--- src/pkg/rti_consts.svh ---
// Purpose: Offsets, field positions, reset values and timing counts of the wakeup timer
// Assumes: Included by bare name from the package, the timer and the testbench
// Notes:   Definitions only
`ifndef RTI_CONSTS_SVH
`define RTI_CONSTS_SVH

// -----------------------------------------------------------------------------
// Register bus shape
// -----------------------------------------------------------------------------
`define RTI_ADDR_W          8
`define RTI_DATA_W          8

// -----------------------------------------------------------------------------
// Register offsets
// -----------------------------------------------------------------------------
`define RTI_OFF_CTRL        8'h00
`define RTI_OFF_IRQ_STAT    8'h01
`define RTI_OFF_IRQ_MASK    8'h02
`define RTI_OFF_CNT_LO      8'h03
`define RTI_OFF_CNT_HI      8'h04

// -----------------------------------------------------------------------------
// Control register fields and reset values
// -----------------------------------------------------------------------------
`define RTI_BIT_FLAG        7
`define RTI_BIT_ACK         6
`define RTI_BIT_CLKSEL      5
`define RTI_BIT_IE          4
`define RTI_PSEL_HI         2
`define RTI_PSEL_LO         0
`define RTI_CTRL_RESET      8'h00
`define RTI_PSEL_OFF        3'h0

// -----------------------------------------------------------------------------
// Event status and mask fields
// -----------------------------------------------------------------------------
`define RTI_IRQ_W           2
`define RTI_IRQ_TIMEOUT     0
`define RTI_IRQ_OVERRUN     1
`define RTI_IRQ_RESET       2'h0

// -----------------------------------------------------------------------------
// Timing
// -----------------------------------------------------------------------------
`define RTI_SYS_CLK_NS      10
`define RTI_TICK_NS         1000000
`define RTI_TICK_CYCLES     (`RTI_TICK_NS / `RTI_SYS_CLK_NS)
`define RTI_CNT_W           16

// Terminal counts with the internal 1 ms tick, codes 1 to 7
`define RTI_INT_CNT_1       16'h0008
`define RTI_INT_CNT_2       16'h0020
`define RTI_INT_CNT_3       16'h0040
`define RTI_INT_CNT_4       16'h0080
`define RTI_INT_CNT_5       16'h0100
`define RTI_INT_CNT_6       16'h0200
`define RTI_INT_CNT_7       16'h0400

// Terminal counts in external clock periods, codes 1 to 7
`define RTI_EXT_CNT_1       16'h0100
`define RTI_EXT_CNT_2       16'h0400
`define RTI_EXT_CNT_3       16'h0800
`define RTI_EXT_CNT_4       16'h1000
`define RTI_EXT_CNT_5       16'h2000
`define RTI_EXT_CNT_6       16'h4000
`define RTI_EXT_CNT_7       16'h8000

`endif

--- src/pkg/rti_pkg.sv ---
// Purpose: Types shared by the wakeup timer files
// Assumes: rti_consts.svh on the include path
// Notes:   Numbers live in the header, types live here
`include "rti_consts.svh"

package rti_pkg;

  // One register byte
  typedef logic [`RTI_DATA_W-1:0] reg_byte_t;

  // Register address
  typedef logic [`RTI_ADDR_W-1:0] reg_addr_t;

  // Period select code
  typedef logic [`RTI_PSEL_HI:`RTI_PSEL_LO] period_sel_t;

  // Timer state, one-hot
  typedef enum logic [1:0] {
    ST_OFF = 2'b01,
    ST_RUN = 2'b10
  } rti_state_t;

endpackage

--- src/rtl/rti_sync.sv ---
// Purpose: Two-flop synchroniser for a level from outside the clock domain
// Assumes: Input changes slower than the system clock
// Notes:   First stage is read by the second stage only
`timescale 1ns/10ps
`default_nettype none

module rti_sync (
  // Clock and reset
  input  wire logic i_clk_sys,
  input  wire logic i_rst,
  // Level in and out
  input  wire logic i_async,
  output logic      o_sync
);

  logic meta_q;

  // -----------------------------------------------------------------------------
  // Two stages
  // -----------------------------------------------------------------------------
  // Capture then settle
  always_ff @(posedge i_clk_sys or posedge i_rst) begin
    if (i_rst) begin
      meta_q <= 1'b0;
      o_sync <= 1'b0;
    end else begin
      meta_q <= i_async;
      o_sync <= meta_q;
    end
  end

endmodule

`default_nettype wire

--- src/rtl/rti_tick_div.sv ---
// Purpose: Free running divider giving a one-cycle tick every CYCLES clocks
// Assumes: CYCLES is at least 2
// Notes:   Stands in for the internal 1 kHz oscillator
`timescale 1ns/10ps
`default_nettype none

module rti_tick_div #(
  parameter int unsigned CYCLES = 100000
) (
  // Clock and reset
  input  wire logic i_clk_sys,
  input  wire logic i_rst,
  // Tick out
  output logic      o_tick
);

  localparam int unsigned W = (CYCLES > 2) ? $clog2(CYCLES) : 1;
  localparam logic [W-1:0] LAST = W'(CYCLES - 1);

  logic [W-1:0] cnt_q;

  // -----------------------------------------------------------------------------
  // Divider
  // -----------------------------------------------------------------------------
  // Wrap at the last count and pulse there
  always_ff @(posedge i_clk_sys or posedge i_rst) begin
    if (i_rst) begin
      cnt_q  <= '0;
      o_tick <= 1'b0;
    end else begin
      o_tick <= (cnt_q == LAST);
      if (cnt_q == LAST) begin
        cnt_q <= '0;
      end else begin
        cnt_q <= cnt_q + 1'b1;
      end
    end
  end

endmodule

`default_nettype wire

--- src/rtl/rti_timer.sv ---
// Purpose: Periodic wakeup timer with status and control register
// Assumes: External clock well below a quarter of the system clock
// Notes:   Registers on a plain strobe port, read data one cycle later
//
// Notes on behaviour
// RULE1 - timeout sets read-only flag bit 7
// RULE2 - writing one to bit 6 clears flag
// RULE3 - ack zero does nothing, reads zero
// RULE4 - bit 5 picks internal or external clock
// RULE5 - bit 4 gates the interrupt request
// RULE6 - bits 2:0 set period, zero disables
// RULE7 - internal periods 8 ms to 1.024 s
// RULE8 - external periods 256 to 32768 clocks
// RULE9 - first internal timeout may be short
// RULE10 - request while flag and enable set
// RULE11 - counter restarts after every timeout
`include "rti_consts.svh"
`timescale 1ns/10ps
`default_nettype none

module rti_timer #(
  parameter int unsigned TICK_CYCLES = `RTI_TICK_CYCLES
) (
  // Clock and reset
  input  wire logic               i_clk_sys,
  input  wire logic               i_rst,
  // Register port
  input  wire rti_pkg::reg_addr_t i_addr,
  input  wire rti_pkg::reg_byte_t i_wr_data,
  input  wire logic               i_wr,
  input  wire logic               i_rd,
  output rti_pkg::reg_byte_t      o_rd_data_q,
  // External timer clock pin
  input  wire logic               i_ext_clk,
  // Interrupts
  output logic                    o_rti_req_q,
  output logic                    o_irq_q
);

  import rti_pkg::*;

  // -----------------------------------------------------------------------------
  // Declarations
  // -----------------------------------------------------------------------------
  logic                   flag_q;
  logic                   clksel_q;
  logic                   ie_q;
  period_sel_t            psel_q;
  rti_state_t             state_q;
  rti_state_t             state_d;
  logic [`RTI_CNT_W-1:0]  cnt_q;
  logic [`RTI_CNT_W-1:0]  limit;
  logic [`RTI_IRQ_W-1:0]  stat_q;
  logic [`RTI_IRQ_W-1:0]  mask_q;
  logic [`RTI_IRQ_W-1:0]  stat_set;
  logic                   ext_sync;
  logic                   ext_prev_q;
  logic                   ext_rise;
  logic                   int_tick;
  logic                   sel_tick;
  logic                   at_end;
  logic                   timeout_evt;
  logic                   wr_ctrl;
  logic                   wr_stat;
  logic                   wr_mask;
  logic                   cfg_change;
  logic                   ack_wr;
  reg_byte_t              ctrl_view;
  reg_byte_t              rd_mux;

  // -----------------------------------------------------------------------------
  // Timer clock sources
  // -----------------------------------------------------------------------------
  // Internal 1 ms tick, free running
  rti_tick_div #(
    .CYCLES (TICK_CYCLES)
  ) u_tick_div (
    .i_clk_sys (i_clk_sys),
    .i_rst     (i_rst),
    .o_tick    (int_tick)
  );

  // External clock pin into the system domain
  rti_sync u_ext_sync (
    .i_clk_sys (i_clk_sys),
    .i_rst     (i_rst),
    .i_async   (i_ext_clk),
    .o_sync    (ext_sync)
  );

  // Rising edge history of the synchronised pin
  always_ff @(posedge i_clk_sys or posedge i_rst) begin
    if (i_rst) begin
      ext_prev_q <= 1'b0;
    end else begin
      ext_prev_q <= ext_sync;
    end
  end

  assign ext_rise = ext_sync & ~ext_prev_q;

  // RULE4 clock source choice
  assign sel_tick = clksel_q ? ext_rise : int_tick;

  // -----------------------------------------------------------------------------
  // Period lookup
  // -----------------------------------------------------------------------------
  // RULE7 internal tick counts
  // RULE8 external edge counts
  always_comb begin
    limit = `RTI_INT_CNT_1;
    case ({clksel_q, psel_q})
      4'h1:    limit = `RTI_INT_CNT_1;
      4'h2:    limit = `RTI_INT_CNT_2;
      4'h3:    limit = `RTI_INT_CNT_3;
      4'h4:    limit = `RTI_INT_CNT_4;
      4'h5:    limit = `RTI_INT_CNT_5;
      4'h6:    limit = `RTI_INT_CNT_6;
      4'h7:    limit = `RTI_INT_CNT_7;
      4'h9:    limit = `RTI_EXT_CNT_1;
      4'ha:    limit = `RTI_EXT_CNT_2;
      4'hb:    limit = `RTI_EXT_CNT_3;
      4'hc:    limit = `RTI_EXT_CNT_4;
      4'hd:    limit = `RTI_EXT_CNT_5;
      4'he:    limit = `RTI_EXT_CNT_6;
      4'hf:    limit = `RTI_EXT_CNT_7;
      default: limit = `RTI_INT_CNT_1;
    endcase
  end

  // -----------------------------------------------------------------------------
  // Register decode
  // -----------------------------------------------------------------------------
  // Write selects
  assign wr_ctrl = i_wr & (i_addr == `RTI_OFF_CTRL);
  assign wr_stat = i_wr & (i_addr == `RTI_OFF_IRQ_STAT);
  assign wr_mask = i_wr & (i_addr == `RTI_OFF_IRQ_MASK);

  // RULE2 acknowledge write
  // RULE3 zero ignored
  assign ack_wr = wr_ctrl & i_wr_data[`RTI_BIT_ACK];

  // New clock or period restarts the count
  assign cfg_change = wr_ctrl &
                      ((i_wr_data[`RTI_BIT_CLKSEL] != clksel_q) ||
                       (i_wr_data[`RTI_PSEL_HI:`RTI_PSEL_LO] != psel_q));

  // -----------------------------------------------------------------------------
  // Timer state
  // -----------------------------------------------------------------------------
  // RULE6 zero code stops the timer
  always_comb begin
    case (state_q)
      ST_OFF:  state_d = (psel_q != `RTI_PSEL_OFF) ? ST_RUN : ST_OFF;
      ST_RUN:  state_d = (psel_q == `RTI_PSEL_OFF) ? ST_OFF : ST_RUN;
      default: state_d = ST_OFF;
    endcase
  end

  // State register
  always_ff @(posedge i_clk_sys or posedge i_rst) begin
    if (i_rst) begin
      state_q <= ST_OFF;
    end else begin
      state_q <= state_d;
    end
  end

  // -----------------------------------------------------------------------------
  // Period counter
  // -----------------------------------------------------------------------------
  assign at_end = (cnt_q == (limit - 1'b1));

  // RULE1 end of period
  assign timeout_evt = (state_q == ST_RUN) & (psel_q != `RTI_PSEL_OFF) &
                       sel_tick & at_end & ~cfg_change;

  // RULE11 automatic restart
  // RULE9 free tick phase
  always_ff @(posedge i_clk_sys or posedge i_rst) begin
    if (i_rst) begin
      cnt_q <= '0;
    end else if (cfg_change || (state_q != ST_RUN) || (psel_q == `RTI_PSEL_OFF)) begin
      cnt_q <= '0;
    end else if (sel_tick) begin
      cnt_q <= at_end ? '0 : (cnt_q + 1'b1);
    end
  end

  // -----------------------------------------------------------------------------
  // Control register
  // -----------------------------------------------------------------------------
  // RULE4 clock select
  // RULE5 interrupt enable
  // RULE6 period select
  always_ff @(posedge i_clk_sys or posedge i_rst) begin
    if (i_rst) begin
      clksel_q <= 1'(`RTI_CTRL_RESET >> `RTI_BIT_CLKSEL);
      ie_q     <= 1'(`RTI_CTRL_RESET >> `RTI_BIT_IE);
      psel_q   <= `RTI_PSEL_OFF;
    end else if (wr_ctrl) begin
      clksel_q <= i_wr_data[`RTI_BIT_CLKSEL];
      ie_q     <= i_wr_data[`RTI_BIT_IE];
      psel_q   <= i_wr_data[`RTI_PSEL_HI:`RTI_PSEL_LO];
    end
  end

  // RULE1 hardware-only set
  // RULE2 acknowledge clears, set wins
  always_ff @(posedge i_clk_sys or posedge i_rst) begin
    if (i_rst) begin
      flag_q <= 1'b0;
    end else if (timeout_evt) begin
      flag_q <= 1'b1;
    end else if (ack_wr) begin
      flag_q <= 1'b0;
    end
  end

  // -----------------------------------------------------------------------------
  // Event status and mask
  // -----------------------------------------------------------------------------
  // Timeout and overrun events
  always_comb begin
    stat_set                   = '0;
    stat_set[`RTI_IRQ_TIMEOUT] = timeout_evt;
    stat_set[`RTI_IRQ_OVERRUN] = timeout_evt & flag_q;
  end

  // Sticky bits, write one to clear, set wins
  always_ff @(posedge i_clk_sys or posedge i_rst) begin
    if (i_rst) begin
      stat_q <= `RTI_IRQ_RESET;
    end else begin
      stat_q <= stat_set | (stat_q & ~(wr_stat ? i_wr_data[`RTI_IRQ_W-1:0] : '0));
    end
  end

  // Mask register
  always_ff @(posedge i_clk_sys or posedge i_rst) begin
    if (i_rst) begin
      mask_q <= `RTI_IRQ_RESET;
    end else if (wr_mask) begin
      mask_q <= i_wr_data[`RTI_IRQ_W-1:0];
    end
  end

  // -----------------------------------------------------------------------------
  // Interrupt outputs
  // -----------------------------------------------------------------------------
  // RULE10 request follows flag
  // RULE5 enable gate
  always_ff @(posedge i_clk_sys or posedge i_rst) begin
    if (i_rst) begin
      o_rti_req_q <= 1'b0;
      o_irq_q     <= 1'b0;
    end else begin
      o_rti_req_q <= flag_q & ie_q;
      o_irq_q     <= |(stat_q & mask_q);
    end
  end

  // -----------------------------------------------------------------------------
  // Read path
  // -----------------------------------------------------------------------------
  // RULE3 ack reads zero
  always_comb begin
    ctrl_view                               = '0;
    ctrl_view[`RTI_BIT_FLAG]                = flag_q;
    ctrl_view[`RTI_BIT_CLKSEL]              = clksel_q;
    ctrl_view[`RTI_BIT_IE]                  = ie_q;
    ctrl_view[`RTI_PSEL_HI:`RTI_PSEL_LO]    = psel_q;
  end

  // Address mux, unmapped reads zero
  always_comb begin
    rd_mux = '0;
    case (i_addr)
      `RTI_OFF_CTRL:     rd_mux = ctrl_view;
      `RTI_OFF_IRQ_STAT: rd_mux = {{(`RTI_DATA_W-`RTI_IRQ_W){1'b0}}, stat_q};
      `RTI_OFF_IRQ_MASK: rd_mux = {{(`RTI_DATA_W-`RTI_IRQ_W){1'b0}}, mask_q};
      `RTI_OFF_CNT_LO:   rd_mux = cnt_q[7:0];
      `RTI_OFF_CNT_HI:   rd_mux = cnt_q[15:8];
      default:           rd_mux = '0;
    endcase
  end

  // Data stands for one cycle after the strobe
  always_ff @(posedge i_clk_sys or posedge i_rst) begin
    if (i_rst) begin
      o_rd_data_q <= '0;
    end else begin
      o_rd_data_q <= i_rd ? rd_mux : '0;
    end
  end

  // -----------------------------------------------------------------------------
  // Checks
  // -----------------------------------------------------------------------------
  // RULE1 flag set cause
  flag_set_cause_a: assert property ( // RULE1
    @(posedge i_clk_sys) disable iff (i_rst)
    $rose(flag_q) |-> $past(timeout_evt))
    else $error("flag rose without a timeout");

  // RULE2 acknowledge effect
  ack_clears_flag_a: assert property ( // RULE2
    @(posedge i_clk_sys) disable iff (i_rst)
    (ack_wr && !timeout_evt) |=> !flag_q)
    else $error("acknowledge did not clear flag");

  // RULE3 zero acknowledge
  ack_zero_keeps_a: assert property ( // RULE3
    @(posedge i_clk_sys) disable iff (i_rst)
    (wr_ctrl && !i_wr_data[`RTI_BIT_ACK] && flag_q) |=> flag_q)
    else $error("zero acknowledge changed flag");

  // RULE3 ack bit reads zero
  ack_reads_zero_a: assert property ( // RULE3
    @(posedge i_clk_sys) disable iff (i_rst)
    (i_rd && (i_addr == `RTI_OFF_CTRL)) |=> !o_rd_data_q[`RTI_BIT_ACK])
    else $error("acknowledge bit read as one");

  // RULE4 internal clock ignores pin
  int_src_hold_a: assert property ( // RULE4
    @(posedge i_clk_sys) disable iff (i_rst)
    (!clksel_q && !int_tick && !wr_ctrl && (state_q == ST_RUN)) |=> $stable(cnt_q))
    else $error("counter moved without internal tick");

  // RULE5 enable gate
  req_gated_a: assert property ( // RULE5
    @(posedge i_clk_sys) disable iff (i_rst)
    !ie_q |=> !o_rti_req_q)
    else $error("request while disabled");

  // RULE6 disabled timer
  disabled_idle_a: assert property ( // RULE6
    @(posedge i_clk_sys) disable iff (i_rst)
    (psel_q == `RTI_PSEL_OFF) |-> (!timeout_evt ##1 (cnt_q == '0)))
    else $error("timer ran while disabled");

  // RULE7 shortest internal period
  int_period_a: assert property ( // RULE7
    @(posedge i_clk_sys) disable iff (i_rst)
    (timeout_evt && !clksel_q && (psel_q == 3'h1)) |-> (cnt_q == 16'h0007))
    else $error("wrong internal period");

  // RULE8 longest external period
  ext_period_a: assert property ( // RULE8
    @(posedge i_clk_sys) disable iff (i_rst)
    (timeout_evt && clksel_q && (psel_q == 3'h7)) |-> (cnt_q == 16'h7fff))
    else $error("wrong external period");

  // RULE10 request tracks flag
  req_follows_a: assert property ( // RULE10
    @(posedge i_clk_sys) disable iff (i_rst)
    ($fell(flag_q) ##0 !timeout_evt) |=> !o_rti_req_q)
    else $error("request stayed after flag clear");

  // RULE11 restart
  restart_zero_a: assert property ( // RULE11
    @(posedge i_clk_sys) disable iff (i_rst)
    timeout_evt |=> ((cnt_q == '0) && (state_q == ST_RUN)))
    else $error("counter did not restart");

  // Masked event line
  irq_line_a: assert property (
    @(posedge i_clk_sys) disable iff (i_rst)
    (|(stat_q & mask_q)) |=> o_irq_q)
    else $error("interrupt line missed event");

endmodule

`default_nettype wire

--- config.mk ---
export PLATFORM = sky130hd
export DESIGN_NAME = rti_timer
export DESIGN_NICKNAME = d
export VERILOG_FILES = /design/src/pkg/rti_pkg.sv /design/src/rtl/rti_sync.sv /design/src/rtl/rti_tick_div.sv /design/src/rtl/rti_timer.sv
export VERILOG_INCLUDE_DIRS = /design/src /design/src/pkg
export SDC_FILE = /design/constraint.sdc
export NUM_CORES = 1
export LEC_CHECK = 0
export BUFFER_PORTS_ARGS = -buffer_cell sky130_fd_sc_hd__buf_4
export CAP_MARGIN = 20
export CORE_MARGIN = 2
export CORE_UTILIZATION = 30
export DETAILED_ROUTE_END_ITERATION = 10
export PLACE_DENSITY = 0.55
export SLEW_MARGIN = 20
export SYNTH_ARGS = -nofsm -noshare
export SYNTH_HDL_FRONTEND = slang
export SYNTH_SLANG_ARGS = --single-unit
export TNS_END_PERCENT = 20
--- constraint.sdc ---
create_clock -name i_clk_sys -period 5.3 [get_ports i_clk_sys]
set_clock_uncertainty 0.1 [all_clocks]
set_input_delay 1.06 -clock i_clk_sys [delete_from_list [all_inputs] [get_ports i_clk_sys]]
set_output_delay 1.06 -clock i_clk_sys [all_outputs]
set_load 0.02 [all_outputs]
==> impl_metrics.yaml <==
finish:
  nFillCells: 1109
  post-route-util_pct: 36.6
  syn_to_final_growth_pct: 17.6
  insertedDiodeCount: 0
  drive_gt1_share_pct: 18.8
  design_area_mm2: 0.00400
  final_nets: 399
clocking:
  hold_buffers: 0
  cts_root_buf: "clkbuf_16"
  clock_sinks: 59
  cts_max_path_buffers: 2
  numCtsBuffers: 9
  clk_latency_ns: 0.32
  cts_setup_buffers: 0
  cts_tree: "built"
  clk_pin_slew_ns: 0.05
  htreeDepth: 3
  cts_resized: 0
sta:
  rsz0062_at_grt: "false"
  hold_viol: 0
  post-route-period-util_pct: 66.9
  finalSetupViolCount: 0
  period_minus_slack_ns: 3.55
  slew-limit-headroom_pct: 37.4
  hold_ws_ns: 0.246
  fin_tns_setup_ns: 0
  clock.fmax_ghz: 0.282
  worstMarginPinSlew_ns: 0.939
  final_max_slew_viol_count: 0
placed_design:
  io_buffers: 28
  hpwl_um: 5610
  place_area_mm2: 0.00369
  place_congestion: 0.841
synthesis:
  ys_seq_elements: 59
  synth.largest_area_cell: "dfrtp_1"
  synth_area_per_cell_um2: 9.62
  synth.most_common_cell: "dfrtp_1"
  synth.distinct_cells: 63
  ys_seq_area_share_pct: 43.4
  syn-cell-area_mm2: 0.00341
  syn_nets: 380
  synthArstFlopShare_pct: 100
  synth_flop_cell: "dfrtp_1"
  synth_edf_count: 0
  ys_top_cells_by_count: "dfrtp_1, nand2_1, nor2_1"
  syn-instance-count: 354
  synth_top_cell_area_share_pct: 42.6
  yosys_warnings: 0
  synth_area_leaders: "dfrtp_1, xor2_1, nand2_1, mux2_2, nor2_1"
detailed_routing:
  postRouteAntennaNets: 0
  vias_per_cell: 5.34
  drc: 0
  wl_um: 8370
  wl_per_cell_um: 16.2
  dr_total_vias: 2768
  drt_iter0_drc: 186
  drtPass1Iterations: 5
critical_path:
  critPathKind: "flop to flop"
  critPathArrivalTime_ns: 3.65
  worstPathRequired_ns: 5.41
  critPathLaunchType: "flop"
  worstPathMaxFanout: 22
  worstSetupEndpointType: "flop"
  reg2reg_slack_ns: 1.75
flow_run:
  maxCapViolations: 0
grt:
  grt_pass1_wl_um: 14400
  grtUsageTotal_pct: 14.4
  grt.overflow.total: 0
  antenna_found_initial: 0
  grt_max_degree: 60
  grt_pass1_vias: 2847
floorplanning:
  die-area_mm2: 0.0122
  initial_core_util_pct: 31.1
  die_y_um: 111
  core_mm2: 0.0109
  die_w_um: 111
  io_pins: 31
  fp-row-count: 38
power:
  peakVddDrop_mv: 0.138
  p_leak_nw: 1.62
  power_density_mw_per_mm2: 292
outcome:
  status: "finished, final reports clean"
worst_hold_path:
  hold_path.class: "flop to flop"
[sequential cells by signal, indices dropped and copies added, names as in the netlist]
signal / flops
u_tick_div.cnt_q: 17
cnt_q: 16
o_rd_data_q: 8
psel_q: 3
mask_q: 2
stat_q: 2
state_q: 2
clksel_q: 1
ext_prev_q: 1
flag_q: 1
ie_q: 1
o_irq_q: 1
o_rti_req_q: 1
u_ext_sync.meta_q: 1
u_ext_sync.o_sync: 1
u_tick_div.o_tick: 1
[metal layers]
layer	global-route usage [%]	vias up	routed length [um]	share of wire, %
met5	0	-	0	0
met4	4.67	0	160	1.9
met3	3.62	16	432	5.2
met2	20.8	88	3610	43
met1	20.9	1331	4170	50
li1	-	1333	-	-
[report_power, final]
group | internal (mW) | total [mW] | switching [mW]
Clock | 0.410 | 0.610 | 0.201
Combinational | 0.0361 | 0.0829 | 0.0467
Sequential | 0.462 | 0.476 | 0.0134
Total | 0.908 | 1.17 | 0.261
[placed cells by master, fill, tap and decap left out, types with 3 or more instances in the layout]
cell type,instances
dfrtp_1,58
nand2_1,33
buf_4,30
nor2_1,28
a21oi_1,16
xor2_1,15
nand3_1,14
nor3_1,12
inv_1,11
xnor2_1,11
o22ai_1,11
mux2_2,10
nand4_1,10
clkbuf_16,9
and2_1,8
and3_1,7
nor4_1,5
ha_1,5
o21ai_0,4
nor2b_1,4
a22oi_1,4
a222oi_1,4
a22o_1,4
nor4bb_1,3
or2_2,3
a31oi_1,3
o221ai_1,3
or3_1,3
[area by class of cell]
| class | count | area [um^2] | share of cell area (%) |
|---|---|---|---|
| Clock buffer | 11 | 233 | 5.81 |
| Tap cell | 140 | 175 | 4.38 |
| Sequential cell | 59 | 1480 | 36.9 |
| Clock inverter | 5 | 77.6 | 1.94 |
| Inverter | 12 | 45.0 | 1.13 |
| Multi-Input combinational cell | 261 | 1770 | 44.2 |
| Timing Repair Buffer | 30 | 225 | 5.63 |
[per-stage QoR]
step / cells / power [mW] / setup WS (ns)
finish: 518 / 1.17 / 1.75
global route: 518 / 1.22 / 1.56
CTS: 518 / 1.19 / 1.80
detailed placement: 502 / 0.567 / 1.77
global placement: 502 / 0.565 / 1.80
floorplan: 354 / 0.537 / 2.33
[worst max-delay path, cell delays in order (launching register included)]
cell	delay, ns
dfrtp_1	0.65
or2_2	0.46
or3_1	0.35
ha_1	0.29
nor4bb_1	0.31
a311oi_1	0.11
o221a_2	0.34
o21ai_2	0.46
nor4_4	0.09
a22o_1	0.28
[kinds of logic after synthesis]
| logic type | after synthesis | share of synthesized area [%] |
|---|---|---|
| xor gates and xnor gates | 26 | 6.69 |
| adders and majority gates | 6 | 2.13 |
| muxes | 11 | 3.75 |
| AOI/OAI and AO/OA | 72 | 15.5 |
| buffers and inverters | 34 | 4.63 |
| DFF | 59 | 43.4 |
| and+or+nand+nor | 146 | 23.9 |
[path summary, 6_finish.rpt]
check,startpoint,end,cells past startpoint
hold reg to reg,u_ext_sync.meta_q$_DFF_PP0_,u_ext_sync.o_sync$_DFF_PP0_,0
setup reg to reg,clksel_q$_DFFE_PP0P_,stat_q[1]$_DFF_PP0_,9
setup / recovery,clksel_q$_DFFE_PP0P_,stat_q[1]$_DFF_PP0_,9
min in group asynchronous,i_rst,u_tick_div.cnt_q[5]$_DFF_PP0_,3
max in group asynchronous,i_rst,clksel_q$_DFFE_PP0P_,3
hold / removal,u_ext_sync.meta_q$_DFF_PP0_,u_ext_sync.o_sync$_DFF_PP0_,0
Power figures use the tool's default switching activity.
